<file path="src/adc_frame_pkg.sv">
// shared constants and carrier types for the serial frame and ready block
package adc_frame_pkg;
   // ****************************************************************
   // sizes
   // ****************************************************************
   localparam int NUM_CH        = 6;
   localparam int CH_BITS       = 24;
   localparam int CMD_BITS      = 16;
   localparam int SHIFT_BITS    = 32;
   localparam int PHASE_BITS    = 10;
   localparam int FIFO_DEPTH    = 8;
   localparam int BASE_WORDS    = 8;
   // ****************************************************************
   // encodings
   // ****************************************************************
   localparam logic [1:0] WS_16       = 2'h0;
   localparam logic [1:0] WS_24       = 2'h1;
   localparam logic [1:0] WS_32_ZERO  = 2'h2;
   localparam logic [1:0] WS_32_SIGN  = 2'h3;
   localparam logic [1:0] WS_RESET    = WS_24;
   localparam logic [1:0] RS_LAGGING  = 2'h0;
   localparam logic [1:0] RS_ANY      = 2'h1;
   localparam logic [15:0] NULL_CMD   = 16'h0000;
   localparam logic [2:0] OSR_128     = 3'h0;
   localparam logic [2:0] OSR_256     = 3'h1;
   localparam logic [2:0] OSR_512     = 3'h2;
   localparam logic [2:0] OSR_1024    = 3'h3;
   localparam logic [9:0] BOUND_128   = 10'h3ed;
   localparam logic [9:0] BOUND_256   = 10'h3ad;
   localparam logic [9:0] BOUND_512   = 10'h32d;
   localparam logic [9:0] BOUND_1024  = 10'h22d;
   localparam int STATUS_READY_LSB    = 0;
   // ****************************************************************
   // timing
   // ****************************************************************
   localparam int CLK_PERIOD_NS = 10;
   localparam int PULSE_NS      = 40;
   localparam int PULSE_CYCLES  =
      (PULSE_NS + CLK_PERIOD_NS - 1) / CLK_PERIOD_NS;
   localparam int TIMEOUT_MCLK  = 2 ** 15;
   // ****************************************************************
   // carriers
   // ****************************************************************
   typedef struct packed {
      logic sclk;
      logic cs_n;
      logic din;
   } spi_pins_t;
   typedef struct packed {
      logic       dout;
      logic       dout_oe_n;
      logic       ready_out;
      logic       ready_oe_n;
   } pin_out_t;
   typedef struct packed {
      logic [1:0] source_select;
      logic       drive_style;
      logic       format;
   } ready_cfg_t;
endpackage

</file>
<file path="src/adc_serial_frame.sv">
// serial peripheral framing and data-ready signalling for six channels
`timescale 1ns/10ps
// Overview of operation
// - ready goes low on new results, or on detection in current-detect mode.
// - select 00 follows the most lagging channel's new result.
// - select 01 asserts ready for every channel's new result.
// - select 10 or 11 follows the most leading channel's new result.
// - global-chop mode ignores the ready source select.
// - phase at or below boundary moves first ready to following period.
// - boundaries -19, -83, -211, -467 per ratio; none above 1024.
// - drive style 0 drives high when idle; 1 releases like open drain.
// - level format stays low until data read, brief high before refall.
// - pulse format gives short low pulse; unread data skips one result.
// - ready event is suppressed while a frame is in progress.
// - word length 16, 24 or 32 bits; 24 after reset.
// - with timeout on, frame over 2^15 master clocks resets the link.
// - host opens with a command; device opens with previous response.
// - normal frame is eight words: response, six results, crc.
// - multi-register reads and writes lengthen the frame.
// - sixteen-bit words sit at the top, low bits zero.
// - sixteen-bit mode drops the low eight bits of each result.
// - 32-bit mode pads results with zeros or sign-extends them.
// - global chop makes all results valid when ready asserts.
// - one ready flag per channel, returned as the null response.
// - results are two's complement.
// - chip select high resets the link and floats the data output.
// - mode 1: change on rising serial clock, sample on falling.
// - two results buffered per channel; flag held until both read.
// - null command is all zero; invalid commands answer as null.
module adc_serial_frame #(
   parameter int TIMEOUT_LIMIT = adc_frame_pkg::TIMEOUT_MCLK
) (
   input  wire logic                      clk,                 // 100 MHz
   input  wire logic                      srst,                // sync reset
   input  wire adc_frame_pkg::spi_pins_t  spi_in,              // link pins
   input  wire logic                      master_clock_in,     // conv clock
   output adc_frame_pkg::pin_out_t        pins_out,            // out pins
   input  wire logic [1:0]                word_size_select,    // word size
   input  wire adc_frame_pkg::ready_cfg_t ready_cfg,           // ready setup
   input  wire logic                      timeout_en,          // frame limit
   input  wire logic                      global_chop,         // chop mode
   input  wire logic                      current_detect_mode, // detect mode
   input  wire logic                      cd_detect,           // detect event
   input  wire logic [2:0]                oversampling_ratio,  // ratio code
   input  wire logic [5:0]                channel_enable,      // enables
   input  wire logic [5:0][9:0]           channel_phase_offset, // phases
   input  wire logic                      sync_pulse,          // resync
   input  wire logic [5:0]                result_valid,        // new results
   input  wire logic [5:0][23:0]          result_data,         // results
   input  wire logic [15:0]               resp_word,           // reply word
   input  wire logic                      resp_valid,          // reply known
   input  wire logic [15:0]               crc_word,            // frame crc
   input  wire logic [7:0]                extra_words,         // added words
   input  wire logic [15:0]               reg_word,            // reg data in
   input  wire logic                      reg_valid,           // reg data ok
   output logic                           reg_ready,           // fifo room
   output logic [15:0]                    cmd_word,            // last command
   output logic                           cmd_strobe,          // frame done
   output logic [15:0]                    rx_word,             // host word
   output logic [7:0]                     rx_index,            // word number
   output logic                           rx_strobe,           // word taken
   output logic [5:0]                     channel_ready_flags  // per channel
);
   localparam int TW = $clog2(TIMEOUT_LIMIT + 1);
   localparam logic [3:0] PULSE_LEN = 4'(adc_frame_pkg::PULSE_CYCLES);
   generate
      if (TIMEOUT_LIMIT < 2 || adc_frame_pkg::PULSE_CYCLES > 15) begin : g_c
         $error("adc_serial_frame: unsupported timing parameter");
      end
   endgenerate
   // ****************************************************************
   // state
   // ****************************************************************
   typedef struct packed {
      logic [2:0]            sclk_s;
      logic [1:0]            cs_s;
      logic [1:0]            din_s;
      logic [2:0]            mclk_s;
      logic                  active;
      logic [4:0]            bitpos;
      logic [7:0]            word;
      logic [7:0]            extra;
      logic [31:0]           tx_sh;
      logic [31:0]           rx_sh;
      logic                  dout;
      logic [TW-1:0]         tmo;
      logic [5:0][1:0]       cnt;
      logic [5:0][1:0][23:0] slots;
      logic [15:0]           cmd;
      logic                  cmd_stb;
      logic [15:0]           rxw;
      logic [7:0]            rxi;
      logic                  rx_stb;
      logic                  ready_n;
      logic [3:0]            pulse;
      logic                  blip;
      logic                  unread;
      logic                  skipped;
      logic                  skip_first;
      logic [5:0]            en_q;
   } st_t;
   st_t q, d;
   logic [15:0] fifo_data;
   logic        fifo_valid;
   logic        fifo_take;
   word_fifo #(
      .WIDTH (16),
      .DEPTH (adc_frame_pkg::FIFO_DEPTH)
   ) u_reg_fifo (
      .clk       (clk),
      .srst      (srst),
      .in_data   (reg_word),
      .in_valid  (reg_valid),
      .in_ready  (reg_ready),
      .out_data  (fifo_data),
      .out_valid (fifo_valid),
      .out_ready (fifo_take)
   );
   // ****************************************************************
   // helpers
   // ****************************************************************
   function automatic logic [4:0] last_bit(input logic [1:0] ws);
      case (ws)
         adc_frame_pkg::WS_16: last_bit = 5'd15;
         adc_frame_pkg::WS_24: last_bit = 5'd23;
         default:              last_bit = 5'd31;
      endcase
   endfunction
   function automatic logic [31:0] fmt_result(input logic [1:0] ws,
                                              input logic [23:0] v);
      case (ws)
         adc_frame_pkg::WS_16:      fmt_result = {v[23:8], 16'h0000};
         adc_frame_pkg::WS_32_SIGN: fmt_result = {{8{v[23]}}, v};
         default:                   fmt_result = {v, 8'h00};
      endcase
   endfunction
   // ****************************************************************
   // controlling channel and first-ready boundary
   // ****************************************************************
   logic [2:0] lag_ch, lead_ch, ctrl_ch;
   logic       has_bound;
   logic [9:0] bound;
   always_comb begin
      lag_ch  = 3'd0;
      lead_ch = 3'd0;
      for (int i = 1; i < adc_frame_pkg::NUM_CH; i++) begin
         if (channel_enable[i] && ($signed(channel_phase_offset[i]) >
             $signed(channel_phase_offset[lag_ch]) || !channel_enable[lag_ch]))
            lag_ch = 3'(i);
         if (channel_enable[i] && ($signed(channel_phase_offset[i]) <
             $signed(channel_phase_offset[lead_ch]) ||
             !channel_enable[lead_ch]))
            lead_ch = 3'(i);
      end
      if (global_chop || ready_cfg.source_select == adc_frame_pkg::RS_ANY)
         ctrl_ch = 3'd5;
      else if (ready_cfg.source_select == adc_frame_pkg::RS_LAGGING)
         ctrl_ch = lag_ch;
      else
         ctrl_ch = lead_ch;
      has_bound = 1'b1;
      case (oversampling_ratio)
         adc_frame_pkg::OSR_128:  bound = adc_frame_pkg::BOUND_128;
         adc_frame_pkg::OSR_256:  bound = adc_frame_pkg::BOUND_256;
         adc_frame_pkg::OSR_512:  bound = adc_frame_pkg::BOUND_512;
         adc_frame_pkg::OSR_1024: bound = adc_frame_pkg::BOUND_1024;
         default: begin
            bound     = 10'h000;
            has_bound = 1'b0;
         end
      endcase
   end
   // ****************************************************************
   // next state
   // ****************************************************************
   logic        s_rise, s_fall, m_rise, link_rst, word_done, frame_done;
   logic        trig, ctrl_done, first_evt;
   logic [5:0]  pop;
   logic [7:0]  ch_base, ch_idx;
   logic [31:0] load;
   logic [31:0] rx_next;
   logic [15:0] status_word;
   always_comb begin
      d            = q;
      d.sclk_s     = {q.sclk_s[1:0], spi_in.sclk};
      d.cs_s       = {q.cs_s[0], spi_in.cs_n};
      d.din_s      = {q.din_s[0], spi_in.din};
      d.mclk_s     = {q.mclk_s[1:0], master_clock_in};
      d.cmd_stb    = 1'b0;
      d.rx_stb     = 1'b0;
      s_rise       = q.sclk_s[1] && !q.sclk_s[2];
      s_fall       = !q.sclk_s[1] && q.sclk_s[2];
      m_rise       = q.mclk_s[1] && !q.mclk_s[2];
      ch_base      = 8'd1 + q.extra;
      ch_idx       = q.word - ch_base;
      pop          = 6'h00;
      fifo_take    = 1'b0;
      word_done    = 1'b0;
      frame_done   = 1'b0;
      ctrl_done    = 1'b0;
      load         = 32'h0000_0000;
      rx_next      = {q.rx_sh[30:0], q.din_s[1]};
      status_word  = 16'h0000;
      for (int i = 0; i < adc_frame_pkg::NUM_CH; i++)
         status_word[adc_frame_pkg::STATUS_READY_LSB + i] =
            (q.cnt[i] != 2'd0);
      // timeout counts master clock edges from the first serial clock
      link_rst = q.cs_s[1];
      if (q.active && m_rise) begin
         d.tmo = q.tmo + 1'b1;
         if (timeout_en && q.tmo == TW'(TIMEOUT_LIMIT - 1))
            link_rst = 1'b1;
      end
      // word source and shifter, mode 1
      if (!link_rst && s_rise) begin
         if (q.bitpos == 5'd0) begin
            if (q.word == 8'd0) begin
               d.active = 1'b1;
               d.tmo    = '0;
               d.extra  = extra_words;
               if (resp_valid && q.cmd != adc_frame_pkg::NULL_CMD)
                  load = {resp_word, 16'h0000};
               else
                  load = {status_word, 16'h0000};
            end else if (q.word < ch_base) begin
               fifo_take = fifo_valid;
               load = {fifo_valid ? fifo_data : 16'h0000, 16'h0000};
            end else if (ch_idx < 8'(adc_frame_pkg::NUM_CH)) begin
               load = fmt_result(word_size_select,
                                 q.slots[ch_idx[2:0]][0]);
               pop[ch_idx[2:0]] = 1'b1;
            end else begin
               load = {crc_word, 16'h0000};
            end
            d.tx_sh = {load[30:0], 1'b0};
            d.dout  = load[31];
         end else begin
            d.tx_sh = {q.tx_sh[30:0], 1'b0};
            d.dout  = q.tx_sh[31];
         end
      end
      if (!link_rst && s_fall && q.active) begin
         d.rx_sh  = rx_next;
         d.bitpos = q.bitpos + 1'b1;
         if (q.bitpos == last_bit(word_size_select)) begin
            word_done = 1'b1;
            d.bitpos  = 5'd0;
            d.word    = q.word + 1'b1;
         end
      end
      if (word_done) begin
         case (word_size_select)
            adc_frame_pkg::WS_16: d.rxw = rx_next[15:0];
            adc_frame_pkg::WS_24: d.rxw = rx_next[23:8];
            default:              d.rxw = rx_next[31:16];
         endcase
         d.rxi    = q.word;
         d.rx_stb = 1'b1;
         if (q.word == 8'd0)
            d.cmd = d.rxw;
         if (q.word == ch_base + 8'(ctrl_ch))
            ctrl_done = 1'b1;
         if (q.word == ch_base + 8'(adc_frame_pkg::NUM_CH)) begin
            frame_done = 1'b1;
            d.cmd_stb  = 1'b1;
            d.active   = 1'b0;
            d.word     = 8'd0;
         end
      end
      if (link_rst) begin
         d.active = 1'b0;
         d.bitpos = 5'd0;
         d.word   = 8'd0;
         d.tmo    = '0;
         d.dout   = 1'b0;
      end
      // two-deep result store per channel; a pop and a push in the same cycle both take effect
      for (int i = 0; i < adc_frame_pkg::NUM_CH; i++) begin
         if (pop[i] && q.cnt[i] != 2'd0) begin
            d.slots[i][0] = q.slots[i][1];
            d.cnt[i]      = q.cnt[i] - 2'd1;
         end
         if (result_valid[i]) begin
            if (d.cnt[i] == 2'd2) begin
               d.slots[i][0] = d.slots[i][1];
               d.slots[i][1] = result_data[i];
            end else begin
               d.slots[i][d.cnt[i][0]] = result_data[i];
               d.cnt[i] = d.cnt[i] + 2'd1;
            end
         end
      end
      // ready event selection
      d.en_q    = channel_enable;
      first_evt = sync_pulse || (channel_enable[ctrl_ch] && !q.en_q[ctrl_ch]);
      if (current_detect_mode)
         trig = cd_detect;
      else if (global_chop || ready_cfg.source_select ==
               adc_frame_pkg::RS_ANY)
         trig = |result_valid;
      else
         trig = result_valid[ctrl_ch];
      if (q.active)
         trig = 1'b0;
      if (first_evt)
         d.skip_first = has_bound && !global_chop &&
                        $signed(channel_phase_offset[ctrl_ch]) <=
                        $signed(bound);
      else if (trig && q.skip_first) begin
         d.skip_first = 1'b0;
         trig         = 1'b0;
      end
      // ready output shaping
      if (ctrl_done || (frame_done && global_chop))
         d.unread = 1'b0;
      if (!ready_cfg.format) begin
         if (ctrl_done || frame_done)
            d.ready_n = 1'b1;
         if (q.blip) begin
            d.blip    = 1'b0;
            d.ready_n = 1'b0;
         end
         if (trig) begin
            d.blip    = !q.ready_n;
            d.ready_n = !q.ready_n;
         end
         d.pulse = 4'd0;
      end else begin
         d.blip = 1'b0;
         if (q.pulse != 4'd0)
            d.pulse = q.pulse - 4'd1;
         if (trig) begin
            if (d.unread && !q.skipped) begin
               d.skipped = 1'b1;
            end else begin
               d.skipped = 1'b0;
               d.unread  = 1'b1;
               d.pulse   = PULSE_LEN;
            end
         end
         d.ready_n = (d.pulse == 4'd0);
      end
   end
   always_ff @(posedge clk) begin
      if (srst) begin
         q         <= '0;
         q.ready_n <= 1'b1;
         q.cs_s    <= 2'h3;
      end else begin
         q <= d;
      end
   end
   // ****************************************************************
   // outputs
   // ****************************************************************
   always_comb begin
      pins_out.dout       = q.dout;
      pins_out.dout_oe_n  = q.cs_s[1];
      pins_out.ready_out  = ready_cfg.drive_style ? 1'b0 : q.ready_n;
      pins_out.ready_oe_n = ready_cfg.drive_style & q.ready_n;
   end
   assign cmd_word   = q.cmd;
   assign cmd_strobe = q.cmd_stb;
   assign rx_word    = q.rxw;
   assign rx_index   = q.rxi;
   assign rx_strobe  = q.rx_stb;
   always_comb begin
      for (int i = 0; i < adc_frame_pkg::NUM_CH; i++)
         channel_ready_flags[i] = (q.cnt[i] != 2'd0);
   end
endmodule

</file>
<file path="src/word_fifo.sv">
// small synchronous fifo with valid and ready on both sides
`timescale 1ns/10ps
module word_fifo #(
   parameter int WIDTH = 16,
   parameter int DEPTH = 8
) (
   input  wire logic             clk,       // system clock
   input  wire logic             srst,      // sync reset, high
   input  wire logic [WIDTH-1:0] in_data,   // write data
   input  wire logic             in_valid,  // write request
   output logic                  in_ready,  // room available
   output logic [WIDTH-1:0]      out_data,  // head word
   output logic                  out_valid, // head word present
   input  wire logic             out_ready  // head word taken
);
   localparam int AW = $clog2(DEPTH);
   generate
      if (DEPTH < 2 || (1 << AW) != DEPTH) begin : g_chk
         $error("word_fifo depth must be a power of two, at least 2");
      end
   endgenerate
   typedef struct packed {
      logic [DEPTH-1:0][WIDTH-1:0] mem;
      logic [AW-1:0]               wp;
      logic [AW-1:0]               rp;
      logic [AW:0]                 cnt;
   } fifo_st_t;
   fifo_st_t q, d;
   logic wr, rd;
   assign in_ready  = (q.cnt != (AW+1)'(DEPTH));
   assign out_valid = (q.cnt != '0);
   assign out_data  = q.mem[q.rp];
   assign wr        = in_valid && in_ready;
   assign rd        = out_valid && out_ready;
   always_comb begin
      d = q;
      if (wr) begin
         d.mem[q.wp] = in_data;
         d.wp        = q.wp + 1'b1;
      end
      if (rd) begin
         d.rp = q.rp + 1'b1;
      end
      d.cnt = q.cnt + (AW+1)'(wr) - (AW+1)'(rd);
   end
   always_ff @(posedge clk) begin
      if (srst) begin
         q <= '0;
      end else begin
         q <= d;
      end
   end
endmodule
</file>
<file path="config.mk">
export PLATFORM = sky130hd
export DESIGN_NAME = adc_serial_frame
export DESIGN_NICKNAME = d
export VERILOG_FILES = /design/src/adc_frame_pkg.sv /design/src/adc_serial_frame.sv /design/src/word_fifo.sv
export SDC_FILE = /design/constraint.sdc
export NUM_CORES = 2
export LEC_CHECK = 0
export BUFFER_PORTS_ARGS = -buffer_cell sky130_fd_sc_hd__buf_2
export CAP_MARGIN = 20
export CORE_ASPECT_RATIO = 0.8
export CORE_MARGIN = 5
export CORE_UTILIZATION = 40
export DETAILED_ROUTE_END_ITERATION = 10
export PLACE_DENSITY = 0.63
export RECOVER_POWER = 25
export SYNTH_ARGS = -nofsm -noshare
export SYNTH_HDL_FRONTEND = slang
export SYNTH_SLANG_ARGS = --single-unit
export TNS_END_PERCENT = 100
</file>
<file path="constraint.sdc">
create_clock -name clk -period 17.7 [get_ports clk]
set_clock_uncertainty 0.05 [all_clocks]
set_input_delay 0 -clock clk [delete_from_list [all_inputs] [get_ports clk]]
set_output_delay 0 -clock clk [all_outputs]
set_load 0.02 [all_outputs]
</file>
==> run metrics <==
status=complete, but fails checks; failing checks=max-capacitance violations, max-slew violations; clock root buffer=clkbuf_16; # setup viols final=0; vias=33.35k; period utilization=82.65%; Filler Cell Count=8,298; first-pass GRT wire length=184,900 um; worst skew pair latency=0.62 ns; Yosys Warn Count=0; # DRC=0; most frequent cell after synthesis=nand2_1; 1st-iter DRT viols=3,105; type of the tightest min-delay check=primary input to flop; Tmin final=14.63 ns; buffers added on ports=346; Die ar.=0.09165 mm^2; synth cell count leaders=715 x nand2_1, 606 x dfxtp_1, 474 x a21oi_1; Leak=15.42 nW; Num Clock Sinks=606; VDD IR-drop max=0.00006684 V; share of cells above drive strength 1=11.92%; Syn Nets=4,733; Pint=2.599 mW; unrepaired setup endpoints after global routing=no; Num CTS Buffers=70; Fin. Hold Viols=0; Pwr Density=92.34 mW/mm^2; Seq cells post-synth=606; number of flops mapped to enable cells by yosys=0; part of the power in registers=39.2%; fin cells=5,783; Critical Path Max Stage Delay=0.54 ns; crit path max fanout=28; Arrival @ worst endpoint=15.07 ns; Routed Antenna Nets=0; drt first pass iters=8; synthesized area per cell=7.980 um^2; switching share of power=30.97%; Area Overhead vs Synth=19.02%; Syn Inst Count=4,294; f_max=68.36 MHz; fraction of registers with async set/reset=0%; sequential area share after synthesis=35.41%; vias in the first global route=30.87k; Die Span X=337.2 um; DR vias/cell=5.767; fin nets=5,024; top_reg_cell synth=dfxtp_1; Pins Over Slew Limit=496; Req. time, crit path=18.14 ns; Rows=96; sw power=1.166 mW; slew margin rel.=-509.2%; gpl congestion=0.9228; max-cap check violation count=4; H-tree depth=3; CP Capture Type=flop; Crit path top cell by count=a21oi_1; placed insts=5,426; Post-DP HPWL=82,450 um; slowest stage cell, crit path=a2111oi_0; starting density of the core=40.12%; GRT overflow=0; largest net degree at the start of global routing=202; Area contributors post-synth=dfxtp_1 35%, nand2_1 7.8%, a21oi_1 6.9%; CTS clk-pin slew, worst paths=0.06 ns; Max Root-Sink Buffers=3; synth unique cells=86; Clk pwr share=38.9%; Total Routing Usage GR=25.30%; core area=0.08540 mm^2; Worst Max-Slew Pin Slew=9.138 ns; Synth area leader=dfxtp_1; Synth top area share=35.41%; combinational share of power=22.0%; drt total wl=121,600 um; WS Path Type=primary input to flop; initial antenna violation count=16; final setup TNS=0 ns; # IOs=347; Die Ht=271.8 um; startpoint types=primary input; Mapped Area=0.03426 mm^2; Avg WL per Cell=21.02 um; TritonCTS clock tree=yes
==> layout by cell type, fill, tap and decap left out, types with 78 or more instances in the layout <==
cell type      Yosys  routed
a21oi_1          474     474
a221oi_1         153     153
buf_2             11     292
clkbuf_1         310      78
dfxtp_1          606     605
dlygate4sd3_1      0     208
ha_1             142     141
inv_1            100     100
mux2i_1          217     217
nand2_1          715     715
nand2b_1         126     126
nand3_1          198     198
nor2_1           205     202
o21ai_0          163     161
o31ai_1          100      99
==> worst paths after layout <==
path	startpoint	cells past startpoint	slack (ns)	to
worst max-delay path	channel_phase_offset[4]	71	3.07	q[7]
worst min-delay path	resp_word[4]	5	0.03	q[427]
worst max register to register	q[438]	20	9.39	q[116]
worst min register to register	d[466]	1	0.36	pins_out[2]
==> flip-flops by register name, summed over array words and instances (netlist names) <==
register	count
u_reg_fifo.q	138
rx_strobe	1
rx_word	16
pins_out	2
d	6
cmd_strobe	1
cmd_word	16
rx_index	8
q	418
==> repair_timing <==
item / 4_1_cts / 5_1_grt
hold endpoints to repair: 471 / 0
gates resized for setup: 0 / 0
hold buffers: 208 / 0
setup buffers: 0 / 0
==> logic make-up after synthesis <==
kind of cell    synth area share [%]
compound gates                 23.06
xor+xnor                       1.687
fa+ha+maj                      5.361
buf+inv                        6.106
flops                          35.41
mux                            8.749
simple gates                   19.63
==> cell type report <==
type / instances / area, um^2 / share of cell area, %
Antenna cell: 15 / 37.54 / 0.09204
Clock buffer: 105 / 2046 / 5.016
Clock inverter: 23 / 266.5 / 0.6535
Inverter: 104 / 390.4 / 0.9573
Multi-Input combinational cell: 3182 / 20210 / 49.57
Sequential cell: 606 / 12130 / 29.75
Tap cell: 1127 / 1410 / 3.458
Timing Repair Buffer: 621 / 4284 / 10.51
==> metrics by stage <==
step	hold WS [ns]	utilization, %	instance area, um^2	setup slack, ns	power [mW]
finish	0.03105	47.75	40780	3.071	3.766
global route	0.06354	47.72	40760	1.723	3.939
floorplan	0.02749	-	34260	4.376	2.017
detailed placement	0.1762	42.57	36360	2.856	2.270
CTS	0.003860	47.72	40750	3.444	3.774
global placement	0.1688	42.57	36360	2.945	2.264
==> worst max-delay path: cells and delay by family <==
family                   cells  cell delay, ns
AO/OA/AOI/OAI               38            7.87
adder cells (fa/ha/maj)      7            2.14
buffers and inverters        8            1.24
multiplexers                 4            1.02
AND/OR/NAND/NOR             14            2.79
==> layer usage <==
| layer | wire (um) | vias up | part of all wire (%) | track usage, % |
|---|---|---|---|---|
| li1 | - | 16010 | - | - |
| met1 | 55460 | 15860 | 46 | 36.79 |
| met2 | 53560 | 1263 | 44 | 39.08 |
| met3 | 8989 | 207 | 7.4 | 3.819 |
| met4 | 3493 | 10 | 2.9 | 6.855 |
| met5 | 68 | - | 0.056 | 0 |
==> power groups by stage <==
stage | Clock, mW | Combinational [mW] | Sequential (mW)
3_3_place_gp | 0 | 0.763 | 1.50
4_1_cts | 1.49 | 0.811 | 1.47
6_report | 1.46 | 0.827 | 1.47
5_1_grt | 1.55 | 0.910 | 1.48
3_5_place_dp | 0 | 0.768 | 1.50
2_1_floorplan | 0 | 0.538 | 1.48
Note: power is estimated with default switching activity, not from simulation.
